--- src/sensor_bank_consts.vh ---
`ifndef SENSOR_BANK_CONSTS_VH
`define SENSOR_BANK_CONSTS_VH
// command bytes: region[7:5], address[4:1], read flag[0]
`define CMD_REGION_HI      7
`define CMD_REGION_LO      5
`define CMD_ADDR_HI        4
`define CMD_ADDR_LO        1
`define CMD_READ_BIT       0
`define REGION_NVM         3'h0
`define REGION_REG         3'h4
`define CMD_STATUS_WR      8'h82
`define CMD_STATUS_RD      8'h83
`define CMD_KEY_WR         8'h94
`define CMD_PROG_WR        8'h96
`define CMD_PROG_RD        8'h97
`define UNLOCK_KEY         16'h16F4
// control_status fields
`define ST_DIAG            15
`define ST_OVERRIDE        14
`define ST_UNDERVOLT       12
`define ST_PUMP            11
`define ST_SINGLE_ERR      8
`define ST_DOUBLE_ERR      7
`define ST_FIELD_LOST      6
`define ST_CRC_BAD         4
// programming_control field
`define PC_WRITE_EN        11
// customer writable nvm word range
`define NVM_CUST_FIRST     4'h8
`define NVM_CUST_LAST      4'hF
// entry window: 125 MHz clock, window in microseconds
// kept short so a test run can watch the window close
`define CLOCK_MHZ          125
`define ENTRY_WINDOW_US    20
// last counted cycle: 20 us at 125 MHz, less one
`define ENTRY_WINDOW_LAST  20'h009C3
`define WIN_CNT_W          20
`endif

--- src/status_capture.v ---
`include "sensor_bank_consts.vh"
// sticky diagnostic flag: set by event, held until por even after condition gone
module status_capture (
	input  wire clock,
	input  wire rstn,
	input  wire sample,
	input  wire cond,
	output reg  flag_r
);
	wire flag_nxt;
	assign flag_nxt = sample ? (flag_r | cond) : flag_r;
	always @(posedge clock or negedge rstn) begin
		if (!rstn)
			flag_r <= 1'b0;
		else
			flag_r <= flag_nxt;
	end
endmodule

--- src/sensor_command_register_bank.v ---
// Summary of operation
// - key 16F4h at 94h within window unlocks
// - bit 15 shows true diagnostic condition
// - bit 14 write-only diagnostic override, reset zero
// - bit 12 read-only undervoltage flag
// - bit 11 pump clock enable, read/write
// - bit 8 sticky corrected single-bit error
// - bit 7 sticky uncorrectable double-bit error
// - bit 6 sticky field loss, gated diagnostics
// - bit 4 checksum mismatch, sampled at start-up
// - programming_control bit 11 write enable
// - unlocked: read status and nvm, others read zero; write customer only
// - command byte region, address, read flag
// - write is command plus two data bytes
// - command mode disables analog output
`include "sensor_bank_consts.vh"
module sensor_command_register_bank (
	input  wire        clock,
	input  wire        rstn,
	input  wire        cmd_valid,
	input  wire [7:0]  cmd_byte,
	input  wire [15:0] cmd_wdata,
	input  wire        undervoltage_in,
	input  wire        field_lost_in,
	input  wire        field_loss_enable,
	input  wire        single_err_in,
	input  wire        double_err_in,
	input  wire        nvm_readout,
	input  wire        crc_mismatch_in,
	input  wire        startup_check,
	input  wire [15:0] nvm_rdata,
	output reg  [15:0] rdata_r,
	output reg         rvalid_r,
	output reg         command_mode_r,
	output reg         analog_enable_r,
	output reg         diagnostic_active_r,
	output reg         diag_output_r,
	output reg         pump_clock_enable_r,
	output reg         write_enable_r,
	output reg         nvm_write_r,
	output reg         nvm_read_r,
	output reg  [3:0]  nvm_addr_r,
	output reg  [15:0] nvm_wdata_r
);
	// pins from the analog side pass two flops
	reg  [5:0] sync1_r;
	reg  [5:0] sync2_r;
	wire [5:0] pins_in;
	assign pins_in = {crc_mismatch_in, double_err_in, single_err_in,
		field_loss_enable, field_lost_in, undervoltage_in};
	always @(posedge clock or negedge rstn) begin
		if (!rstn) begin
			sync1_r <= 6'h00;
			sync2_r <= 6'h00;
		end else begin
			sync1_r <= pins_in;
			sync2_r <= sync1_r;
		end
	end
	// synced levels lag the pins by two cycles
	wire uv_s      = sync2_r[0];
	wire lost_s    = sync2_r[1];
	wire loss_en_s = sync2_r[2];
	wire serr_s    = sync2_r[3];
	wire derr_s    = sync2_r[4];
	wire crc_s     = sync2_r[5];

	reg  [`WIN_CNT_W-1:0] win_cnt_r;
	reg                   window_open_r;
	reg                   diagnostic_override_r;
	wire                  single_flag;
	wire                  double_flag;
	wire                  lost_flag;
	reg                   crc_bad_r;

	wire [2:0] region = cmd_byte[`CMD_REGION_HI:`CMD_REGION_LO];
	wire [3:0] addr   = cmd_byte[`CMD_ADDR_HI:`CMD_ADDR_LO];
	wire       is_rd  = cmd_byte[`CMD_READ_BIT];
	wire       wr     = cmd_valid & ~is_rd;
	wire       rd     = cmd_valid & is_rd;

	status_capture u_single (
		.clock  (clock),
		.rstn   (rstn),
		.sample (nvm_readout),
		.cond   (serr_s),
		.flag_r (single_flag)
	);
	status_capture u_double (
		.clock  (clock),
		.rstn   (rstn),
		.sample (nvm_readout),
		.cond   (derr_s),
		.flag_r (double_flag)
	);
	status_capture u_lost (
		.clock  (clock),
		.rstn   (rstn),
		.sample (1'b1),
		.cond   (lost_s),
		.flag_r (lost_flag)
	);

	// field loss counts only when enabled
	wire lost_diag = lost_flag & loss_en_s;
	wire diag_now  = double_flag | crc_bad_r | uv_s | lost_diag;

	wire [15:0] status_word;
	assign status_word = ({15'h0000, diagnostic_active_r} << `ST_DIAG)
		| ({15'h0000, uv_s} << `ST_UNDERVOLT)
		| ({15'h0000, pump_clock_enable_r} << `ST_PUMP)
		| ({15'h0000, single_flag} << `ST_SINGLE_ERR)
		| ({15'h0000, double_flag} << `ST_DOUBLE_ERR)
		| ({15'h0000, lost_flag} << `ST_FIELD_LOST)
		| ({15'h0000, crc_bad_r} << `ST_CRC_BAD);

	// customer words sit in the top half
	wire cust_addr = (addr >= `NVM_CUST_FIRST);

	// key inside window or while diagnostic
	wire key_ok    = wr && (cmd_byte == `CMD_KEY_WR)
		&& (cmd_wdata == `UNLOCK_KEY)
		&& (window_open_r || diagnostic_active_r);
	wire status_wr = command_mode_r && wr
		&& (cmd_byte == `CMD_STATUS_WR);
	wire prog_wr   = command_mode_r && wr
		&& (cmd_byte == `CMD_PROG_WR);
	wire reg_rd    = command_mode_r && rd;
	wire nvm_wr_ok = command_mode_r && wr && (region == `REGION_NVM)
		&& cust_addr && write_enable_r && pump_clock_enable_r;

	// entry window counts from power-on
	// counter parks once shut, so the window never reopens
	always @(posedge clock or negedge rstn) begin
		if (!rstn) begin
			win_cnt_r     <= {`WIN_CNT_W{1'b0}};
			window_open_r <= 1'b1;
		end else if (window_open_r) begin
			if (win_cnt_r == `ENTRY_WINDOW_LAST)
				window_open_r <= 1'b0;
			else
				win_cnt_r <= win_cnt_r + 1'b1;
		end
	end

	always @(posedge clock or negedge rstn) begin
		if (!rstn) begin
			command_mode_r        <= 1'b0;
			analog_enable_r       <= 1'b1;
			diagnostic_override_r <= 1'b0;
			pump_clock_enable_r   <= 1'b0;
			write_enable_r        <= 1'b0;
			crc_bad_r             <= 1'b0;
			diagnostic_active_r   <= 1'b0;
			diag_output_r         <= 1'b0;
			rdata_r               <= 16'h0000;
			rvalid_r              <= 1'b0;
			nvm_write_r           <= 1'b0;
			nvm_read_r            <= 1'b0;
			nvm_addr_r            <= 4'h0;
			nvm_wdata_r           <= 16'h0000;
		end else begin
			rvalid_r    <= 1'b0;
			nvm_write_r <= 1'b0;
			nvm_read_r  <= 1'b0;
			if (startup_check)
				crc_bad_r <= crc_s;
			diagnostic_active_r <= diag_now;
			// override masks the diagnostic output
			// it hides the pin level only; bit 15 stays true
			diag_output_r <= diag_now & ~diagnostic_override_r;
			if (key_ok) begin
				command_mode_r <= 1'b1;
				// analog output off in command mode
				analog_enable_r <= 1'b0;
			end
			// write carries command and 16 data bits
			if (status_wr) begin
				diagnostic_override_r <= cmd_wdata[`ST_OVERRIDE];
				pump_clock_enable_r <= cmd_wdata[`ST_PUMP];
			end
			if (prog_wr)
				write_enable_r <= cmd_wdata[`PC_WRITE_EN];
			// region decode for reads
			// reserved regions still answer, with zero
			if (reg_rd) begin
				rvalid_r <= 1'b1;
				if (cmd_byte == `CMD_STATUS_RD)
					rdata_r <= status_word;
				else
					rdata_r <= 16'h0000;
				if (region == `REGION_NVM) begin
					nvm_read_r <= 1'b1;
					nvm_addr_r <= addr;
					rdata_r    <= nvm_rdata;
				end
			end
			if (nvm_wr_ok) begin
				nvm_write_r <= 1'b1;
				nvm_addr_r  <= addr;
				nvm_wdata_r <= cmd_wdata;
			end
		end
	end
endmodule

--- config.mk ---
export PLATFORM = sky130hd
export DESIGN_NAME = sensor_command_register_bank
export DESIGN_NICKNAME = d
export VERILOG_FILES = /design/src/status_capture.v /design/src/sensor_command_register_bank.v
export VERILOG_INCLUDE_DIRS = /design/src
export SDC_FILE = /design/constraint.sdc
export NUM_CORES = 1
export LEC_CHECK = 0
export BUFFER_PORTS_ARGS = -buffer_cell sky130_fd_sc_hd__buf_2
export CAP_MARGIN = 5
export CELL_PAD_IN_SITES_DETAIL_PLACEMENT = 0
export CELL_PAD_IN_SITES_GLOBAL_PLACEMENT = 2
export CORE_UTILIZATION = 30
export DETAILED_ROUTE_END_ITERATION = 8
export GPL_ROUTABILITY_DRIVEN = 0
export PLACE_DENSITY = 0.8
export RECOVER_POWER = 100
export SETUP_SLACK_MARGIN = 0.5
export SKIP_CTS_REPAIR_TIMING = 1
export SYNTH_ARGS = -nofsm -noshare
export SYNTH_HDL_FRONTEND = slang
export SYNTH_SLANG_ARGS = --single-unit
--- constraint.sdc ---
create_clock -name clock -period 2.3 [get_ports clock]
set_clock_uncertainty 0.2 [all_clocks]
set_input_delay 0.23 -clock clock [delete_from_list [all_inputs] [get_ports clock]]
set_output_delay 0.23 -clock clock [all_outputs]
set_load 0.03 [all_outputs]
==> results of run 1 <==
[per-stage QoR]
stage / cells / hold slack, ns
final: 545 / 0.0362
after detailed placement: 474 / -0.0376
after CTS: 490 / -0.418
after global placement: 474 / -0.0387
after floorplan: 243 / -0.266
after global routing: 545 / 0.0435
[area by class of cell]
type                    count  share of cell area
well taps                 136              0.0366
multi-input cells         139               0.246
inverters                  15              0.0127
clock inverters             5              0.0183
clock buffers              11              0.0304
repair buffers            156               0.208
flip-flops and latches     83               0.448
[critical path: stages (launching register included)]
cell	delay (ns)
sky130_fd_sc_hd__dfrtp_1	0.42
sky130_fd_sc_hd__or4b_1	0.51
sky130_fd_sc_hd__or3_1	0.39
sky130_fd_sc_hd__o21ai_4	0.16
sky130_fd_sc_hd__mux2_1	0.34
[where the power goes]
group	total (mW)	leakage (nW)	internal, mW	switching [mW]
registers	1.48	1.09	1.47	0.00537
logic	0.158	0.984	0.0891	0.0685
clock network	1.17	0.110	0.648	0.526
total	2.81	2.19	2.21	0.600
[path summary, 6_finish.rpt]
check	endpoint	start	cells past startpoint	slack (ns)
max	win_cnt_r[1]	win_cnt_r[5]	4	0.17
min	nvm_write_r	cmd_byte[4]	3	0.04
max reg2reg	win_cnt_r[1]	win_cnt_r[5]	4	0.17
min reg2reg	sync2_r[0]	sync1_r[0]	0	0.15
max in group asynchronous	write_enable_r	rstn	3	0.61
min in group asynchronous	nvm_wdata_r[2]	rstn	2	0.14
[registers in the layout, indices dropped and copies added (netlist names), 4 cells and up]
signal and count:
win_cnt_r 20, sync2_r 6, nvm_addr_r 4, sync1_r 6, rdata_r 16, nvm_wdata_r 16
[cells in the mapped netlist, types with 3 or more instances]
| master | n |
|---|---|
| sky130_fd_sc_hd__buf_2 | 3 |
| sky130_fd_sc_hd__nand3_1 | 7 |
| sky130_fd_sc_hd__mux2_2 | 23 |
| sky130_fd_sc_hd__nand2_1 | 11 |
| sky130_fd_sc_hd__xnor2_1 | 8 |
| sky130_fd_sc_hd__o31ai_1 | 5 |
| sky130_fd_sc_hd__dfrtp_1 | 81 |
| sky130_fd_sc_hd__a22o_1 | 9 |
| sky130_fd_sc_hd__nand4_1 | 6 |
| sky130_fd_sc_hd__inv_1 | 14 |
| sky130_fd_sc_hd__nor3_1 | 6 |
| sky130_fd_sc_hd__nor2_1 | 7 |
| sky130_fd_sc_hd__o21ai_0 | 3 |
| sky130_fd_sc_hd__nor4_1 | 4 |
| sky130_fd_sc_hd__o41ai_1 | 5 |
| sky130_fd_sc_hd__a222oi_1 | 7 |
| sky130_fd_sc_hd__clkbuf_1 | 3 |
| sky130_fd_sc_hd__xor2_1 | 5 |
[per-layer routing]
metal  track usage  routed length [um]  vias to the layer above  share of wire
met5             0                   0                        -              0
met4        0.0476                 117                        0          0.015
met3        0.0362                 481                        9          0.061
met2         0.199                3590                       91           0.46
met1         0.182                3640                     1221           0.46
li1              -                   -                     1219              -
[logic make-up (layout without fill, tap and decap cells)]
family | count (synthesis) | count (layout) | share of synthesized area
xor+xnor | 13 | 13 | 0.0348
fa+ha+maj | 1 | 1 | 0.00383
mux | 24 | 24 | 0.0838
flops | 83 | 83 | 0.636
simple gates | 66 | 66 | 0.124
buf+inv | 21 | 187 | 0.0253
compound gates | 35 | 35 | 0.0926
==> load_flow_metrics.sql, run 1 <==
INSERT INTO impl_metrics (metric_group, metric, value, unit) VALUES
('setup_path', 'timing.setup.critical_path_class', 'flip-flop to flip-flop', ''),
('layout', 'final_net_count', '456', ''),
('clock_network', 'h_tree_level_count', '3', ''),
('routing', 'firstDrtPassIters', '4', ''),
('routing', 'antenna_violating_nets_post_route', '0', ''),
('pwr', 'vdd_ir_drop_max', '298', 'uV'),
('sta', 'timing_worst_slew_pin_value', '0.824', 'ns'),
('layout', 'layout.cells.most_common', 'sky130_fd_sc_hd__dfrtp_1', ''),
('die', 'fp.dieW', '106', 'um'),
('layout', 'final_design_area_no_fill', '4650', 'um^2'),
('global_route', 'grt.total_usage', '0.132', ''),
('synthesis', 'synth-edff-count', '0', ''),
('clock_network', 'cts.clk_slew.worst_paths', '0.09', 'ns'),
('routing', 'routed_via_density', '4.66', ''),
('synthesis', 'postSynthCellCount', '243', ''),
('placement', 'pre_cts_slack', '0.204', 'ns'),
('placement', 'portBuffers', '95', ''),
('layout', 'multi_input_area', '1140', 'um^2'),
('clock_network', 'cts_buffer_count', '9', ''),
('setup_path', 'start_kind', 'flip-flop', ''),
('layout', 'antenna_cells_inserted', '0', ''),
('sta', 'setup_tns', '0', 'ns'),
('clock_network', 'cts_tree', 'yes', ''),
('synthesis', 'synth_fp_nets', '295', ''),
('global_route', 'vias_in_the_first_global_route', '2288', ''),
('sta', 'slew_violations', '0', ''),
('layout', 'total_area_of_sequential_cells', '2080', 'um^2'),
('layout', 'post_route_cells_drive_above_1_share', '0.269', ''),
('die', 'initial_core_util', '0.312', ''),
('global_route', 'grt_pass1_wl', '11.6', 'mm'),
('die', 'die-area', '11300', 'um^2'),
('synthesis', 'ys.flop_type', 'sky130_fd_sc_hd__dfrtp_1', ''),
('setup_path', 'critical_path_arrival', '2.17', 'ns'),
('routing', 'detail_route.wl_per_cell', '14.4', 'um'),
('setup_path', 'critPathRequiredTime', '2.33', 'ns'),
('routing', 'detailroute.via_count', '2540', ''),
('layout', 'final_core_utilization', '0.444', ''),
('die', 'floorplan.core_area', '10500', 'um^2'),
('layout', 'n_fill_cell', '1004', ''),
('die', 'dieHeight', '106', 'um'),
('synthesis', 'synth.distinct_cells', '44', ''),
('pwr', 'fin_total_pwr', '2.81', 'mW'),
('synthesis', 'yosysTopAreaCellShare', '0.620', ''),
('synthesis', 'synth_top_area_cells', 'sky130_fd_sc_hd__dfrtp_1 (62%), sky130_fd_sc_hd__mux2_2 (7.9%), sky130_fd_sc_hd__a22o_1 (2.4%), sky130_fd_sc_hd__a222oi_1 (2.1%), sky130_fd_sc_hd__xnor2_1 (2.1%)', ''),
('job', 'timing.max_cap.violations', '0', ''),
('clock_network', 'cts_max_path_bufs', '2', ''),
('outcome', 'run_status', 'completed', ''),
('clock_network', 'clkLatencyLatePin', '0.35', 'ns'),
('setup_path', 'end_kind', 'flip-flop', ''),
('hold_path', 'hp-class', 'primary input to flip-flop', ''),
('clock_network', 'cts_root_buf', 'sky130_fd_sc_hd__clkbuf_8', ''),
('synthesis', 'avgSynthCellArea', '13.5', 'um^2'),
('layout', 'final_cell_mix', 'sky130_fd_sc_hd__dfrtp_1 (78), sky130_fd_sc_hd__clkbuf_1 (55), sky130_fd_sc_hd__dlygate4sd3_1 (46), sky130_fd_sc_hd__buf_2 (45), sky130_fd_sc_hd__mux2_2 (23)', ''),
('clock_network', 'cts_sink_count', '83', ''),
('sta', 'relSlewSlack', '0.451', ''),
('pwr', 'cellPowerDensity', '605', 'nW/um^2'),
('pwr', 'power_leakage', '2.19', 'nW'),
('synthesis', 'synth_async_sr_flop_share', '1.00', ''),
('setup_path', 'critical_path_peak_fanout', '4', ''),
('synthesis', 'synth-seq-area-share', '0.636', ''),
('sta', 'layout_min_cycle_time', '2.13', 'ns'),
('routing', 'remaining_drc_errors', '0', ''),
('die', 'fp-row-count', '37', ''),
('sta', 'setup_ws', '0.166', 'ns'),
('sta', 'finalCritPeriodShare', '0.928', ''),
('placement', 'dpl-instance-area', '4010', 'um^2'),
('placement', 'place.detailed.hpwl', '5.15', 'mm'),
('global_route', 'globalRoute.totalOverflow', '0', ''),
('global_route', 'largest_net_degree_at_the_start_of_global_routing', '59', ''),
('sta', 'setup_repair_after_global_routing_missed_its_margin', 'true', ''),
('layout', 'area_delta_synth_final', '42.1', '%'),
('sta', 'setup_viol_count_final', '0', ''),
('synthesis', 'synth-warning-count', '0', ''),
('sta', 'maximum_clock_frequency', '0.469', 'GHz'),
('synthesis', 'syn_area', '3270', 'um^2'),
('die', 'io_pins', '96', ''),
('routing', 'route.final.wire_length', '7.83', 'mm'),
('synthesis', 'postSynthRegisterBits', '83', ''),
('global_route', 'grt_antenna_before_repair', '0', ''),
('routing', 'drt_iter0_markers', '181', ''),
('sta', 'finalHoldViolations', '0', ''),
('synthesis', 'synth_top_cell_by_area', 'sky130_fd_sc_hd__dfrtp_1', '');
Power figures use the tool's default switching activity.
==> run 2, diff against run 1 <==
- PLACE_DENSITY: 0.8 -> 0.79
- RECOVER_POWER: 100 -> 25
- SYNTH_HIERARCHICAL: not set -> 1
- clock period: 2.3 -> 1.75 ns (I/O delays scaled with it)
==> run 2 against run 1 <==
  * The run now ends with hold timing, setup timing left
  * Critical path depth stayed put
  * First-iteration DRC count shrank 22%
  * Flip-flop and latch count unchanged
  * Via count up 12%
  * Area after synthesis fell by 0.73%
  * Critical endpoint unchanged
==> load_flow_metrics.sql, run 2 <==
INSERT INTO impl_metrics (metric_group, metric, value, unit) VALUES
('die', 'floorplan.core_area', '10400', 'um^2'),
('layout', 'final_core_utilization', '0.563', ''),
('pwr', 'vdd_ir_drop_max', '383', 'uV'),
('setup_path', 'timing.reg2reg.worst_path_depth', '4', ''),
('die', 'fp-row-count', '37', ''),
('routing', 'detail_route.wl_per_cell', '15.7', 'um'),
('layout', 'final_cell_mix', 'sky130_fd_sc_hd__dfrtp_1 (77), sky130_fd_sc_hd__buf_6 (67), sky130_fd_sc_hd__buf_4 (53), sky130_fd_sc_hd__buf_2 (47), sky130_fd_sc_hd__dlygate4sd3_1 (45)', ''),
('layout', 'largest_register', 'win_cnt_r', ''),
('setup_path', 'end_kind', 'flip-flop', ''),
('pwr', 'switching_share', '0.243', ''),
('routing', 'routed_via_density', '4.68', ''),
('clock_network', 'cts_sink_count', '83', ''),
('sta', 'setup_tns', '-1.90', 'ns'),
('setup_path', 'critical_path_arrival', '2.11', 'ns'),
('global_route', 'grt_pass1_wl', '12.6', 'mm'),
('synthesis', 'synthTopCellsByCount', 'sky130_fd_sc_hd__dfrtp_1 (81), sky130_fd_sc_hd__mux2_2 (23), sky130_fd_sc_hd__inv_1 (12)', ''),
('synthesis', 'synth_top_area_cells', 'sky130_fd_sc_hd__dfrtp_1 (62%), sky130_fd_sc_hd__mux2_2 (8.0%), sky130_fd_sc_hd__xnor2_1 (2.7%), sky130_fd_sc_hd__a22o_1 (2.4%), sky130_fd_sc_hd__a222oi_1 (2.2%)', ''),
('outcome', 'violations', 'hold timing, setup timing', ''),
('die', 'io_pins', '96', ''),
('clock_network', 'cts_max_path_bufs', '2', ''),
('clock_network', 'cts_tree', 'yes', ''),
('routing', 'detailroute.via_count', '2833', ''),
('clock_network', 'clkLatencyLatePin', '0.35', 'ns'),
('routing', 'remaining_drc_errors', '0', ''),
('hold_path', 'timing.hold.worst_path_depth', '4', ''),
('die', 'initial_core_util', '0.312', ''),
('pwr', 'p_comb_frac', '0.070', ''),
('sta', 'timing_worst_slew_pin_value', '0.818', 'ns'),
('global_route', 'grt_antenna_before_repair', '0', ''),
('layout', 'layout.cells.most_common', 'sky130_fd_sc_hd__dfrtp_1', ''),
('synthesis', 'postSynthRegisterBits', '83', ''),
('synthesis', 'synth-warning-count', '6', ''),
('sta', 'smallest_hold_slack', '-0.00253', 'ns'),
('global_route', 'grt.total_usage', '0.144', ''),
('pwr', 'cellPowerDensity', '595', 'nW/um^2'),
('synthesis', 'syn_area', '3250', 'um^2'),
('synthesis', 'synth-seq-area-share', '0.641', ''),
('placement', 'portBuffers', '95', ''),
('setup_path', 'critical_path_peak_fanout', '2', ''),
('synthesis', 'synth_fp_nets', '289', ''),
('sta', 'finalCritPeriodShare', '1.19', ''),
('synthesis', 'post_synth_and_or_nand_nor_area_fraction', '0.129', ''),
('synthesis', 'synthAdderAreaFrac', '0.00386', ''),
('setup_path', 'critPathRequiredTime', '1.78', 'ns'),
('synthesis', 'yosys.area_share.xor_xnor', '0.0432', ''),
('layout', 'stdcell_count', '605', ''),
('sta', 'finalHoldViolations', '1', ''),
('sta', 'setup_ws', '-0.332', 'ns'),
('sta', 'slew_violations', '0', ''),
('synthesis', 'postSynthCellCount', '237', ''),
('global_route', 'globalRoute.totalOverflow', '0', ''),
('sta', 'maximum_clock_frequency', '0.480', 'GHz'),
('placement', 'place.detailed.hpwl', '5.80', 'mm'),
('sta', 'relSlewSlack', '0.455', ''),
('layout', 'post_route_cells_drive_above_1_share', '0.544', ''),
('clock_network', 'h_tree_level_count', '3', ''),
('pwr', 'int_pwr', '2.64', 'mW'),
('sta', 'setup_repair_after_global_routing_missed_its_margin', 'true', ''),
('setup_path', 'timing.setup.critical_path_class', 'flip-flop to flip-flop', ''),
('die', 'fp.dieW', '106', 'um'),
('global_route', 'vias_in_the_first_global_route', '2489', ''),
('global_route', 'largest_net_degree_at_the_start_of_global_routing', '32', ''),
('setup_path', 'start_kind', 'flip-flop', ''),
('clock_network', 'cts.clk_slew.worst_paths', '0.08', 'ns'),
('synthesis', 'largest_family_of_logic_cells_by_synthesized_area', 'simple AND/OR/NAND/NOR gates', ''),
('layout', 'regs_by_ff_count', 'win_cnt_r x20, nvm_wdata_r x16, rdata_r x16', ''),
('hold_path', 'hp-class', 'primary input to flip-flop', ''),
('layout', 'antenna_cells_inserted', '0', ''),
('routing', 'antenna_violating_nets_post_route', '0', ''),
('sta', 'layout_min_cycle_time', '2.08', 'ns'),
('layout', 'max_ffs_per_register', '20', ''),
('layout', 'final_net_count', '516', ''),
('synthesis', 'synth-edff-count', '0', ''),
('routing', 'drt_iter0_markers', '142', ''),
('die', 'die-area', '11200', 'um^2'),
('clock_network', 'cts_buffer_count', '9', ''),
('outcome', 'run_status', 'finished, violations left', ''),
('synthesis', 'avgSynthCellArea', '13.7', 'um^2'),
('synthesis', 'synth_async_sr_flop_share', '1.00', ''),
('placement', 'placed_cells', '502', ''),
('synthesis', 'post-synth-top-count-cell', 'sky130_fd_sc_hd__dfrtp_1', ''),
('synthesis', 'synth-compound-area-share', '0.0763', ''),
('synthesis', 'synth.distinct_cells', '45', ''),
('synthesis', 'synth_top_cell_by_area', 'sky130_fd_sc_hd__dfrtp_1', ''),
('synthesis', 'yosysTopAreaCellShare', '0.625', ''),
('clock_network', 'cts_root_buf', 'sky130_fd_sc_hd__clkbuf_8', ''),
('pwr', 'power_leakage', '3.00', 'nW'),
('routing', 'firstDrtPassIters', '5', ''),
('sta', 'setup_viol_count_final', '16', ''),
('pwr', 'pwr-share-seq', '0.557', ''),
('pwr', 'power.net_switching', '847', 'uW'),
('layout', 'area_delta_synth_final', '80.7', '%'),
('synthesis', 'synthMuxAreaShare', '0.0844', ''),
('pwr', 'clockPowerShare', '0.373', ''),
('job', 'timing.max_cap.violations', '0', ''),
('routing', 'route.final.wire_length', '9.50', 'mm'),
('synthesis', 'ys.flop_type', 'sky130_fd_sc_hd__dfrtp_1', ''),
('die', 'dieHeight', '106', 'um');
-- run 2: changes by cell type after synthesis, sizes merged, moves of 3 or more --
| cell | previous run | this run |
|---|---|---|
| o31ai | 5 | 2 |
| or2 | 3 | 0 |
| inv | 15 | 12 |
| and4 | 0 | 4 |
| nor2 | 7 | 10 |
| o41ai | 5 | 1 |
| nor4 | 6 | 2 |
-- run 2: path summary, 6_finish.rpt --
check                                    from             end  slack, ns
worst max-delay path            win_cnt_r[10]    win_cnt_r[1]      -0.33
worst min-delay path              cmd_byte[1]  command_mode_r     -0.003
worst max register to register  win_cnt_r[10]    win_cnt_r[1]      -0.33
worst min register to register     sync1_r[3]      sync2_r[3]       0.16
max in group asynchronous                rstn      rdata_r[9]       0.35
min in group asynchronous                rstn      sync1_r[3]       0.23
-- run 2: final cells by class --
type,instances,area (um^2)
clock inverters,6,47.5
flip-flops and latches,83,2080
fillers,864,4550
multi-input cells,137,1410
repair buffers,221,1960
inverters,12,52.6
clock buffers,10,138
well taps,136,170
-- run 2: metal layers --
layer,GRT usage,vias up,part of all wire
met5,0,-,0
met4,0.0446,0,0.0098
met3,0.0362,9,0.036
met2,0.230,66,0.54
met1,0.193,1432,0.42
li1,-,1326,-
-- run 2: stage by stage --
step	setup slack, ns	power, mW	instance area (um^2)	hold WS (ns)
after floorplan	-0.340	2.00	3430	-0.321
after global placement	-0.321	2.13	4350	-0.0628
after detailed placement	-0.337	2.14	4350	-0.0572
after CTS	-0.358	3.44	4530	-0.447
after global routing	-0.376	3.64	5860	0.0159
final	-0.332	3.49	5860	-0.00253
-- run 2: power groups by stage --
stage / Combinational [mW] / Sequential (mW) / Clock, mW
6_report: 0.246 / 1.94 / 1.30
3_5_place_dp: 0.155 / 1.98 / 0
4_1_cts: 0.155 / 1.94 / 1.34
3_3_place_gp: 0.151 / 1.98 / 0
2_1_floorplan: 0.0190 / 1.98 / 0
5_1_grt: 0.269 / 1.95 / 1.43
-- run 2: critical path, stage by stage (launching register included) --
cell	delay, ns
sky130_fd_sc_hd__dfrtp_1	0.38
sky130_fd_sc_hd__or4_1	0.52
sky130_fd_sc_hd__or3_4	0.42
sky130_fd_sc_hd__o21ai_4	0.15
sky130_fd_sc_hd__mux2_4	0.31
-- run 2: cells by family (layout without fill, tap and decap cells) --
kind of cell	Yosys count	count (layout)
flip-flops	83	83
other	1	1
adder cells (fa/ha/maj)	1	1
multiplexers	24	24
XOR/XNOR	16	16
buffers and inverters	17	249
AND/OR/NAND/NOR	67	67
AO/OA/AOI/OAI	28	28
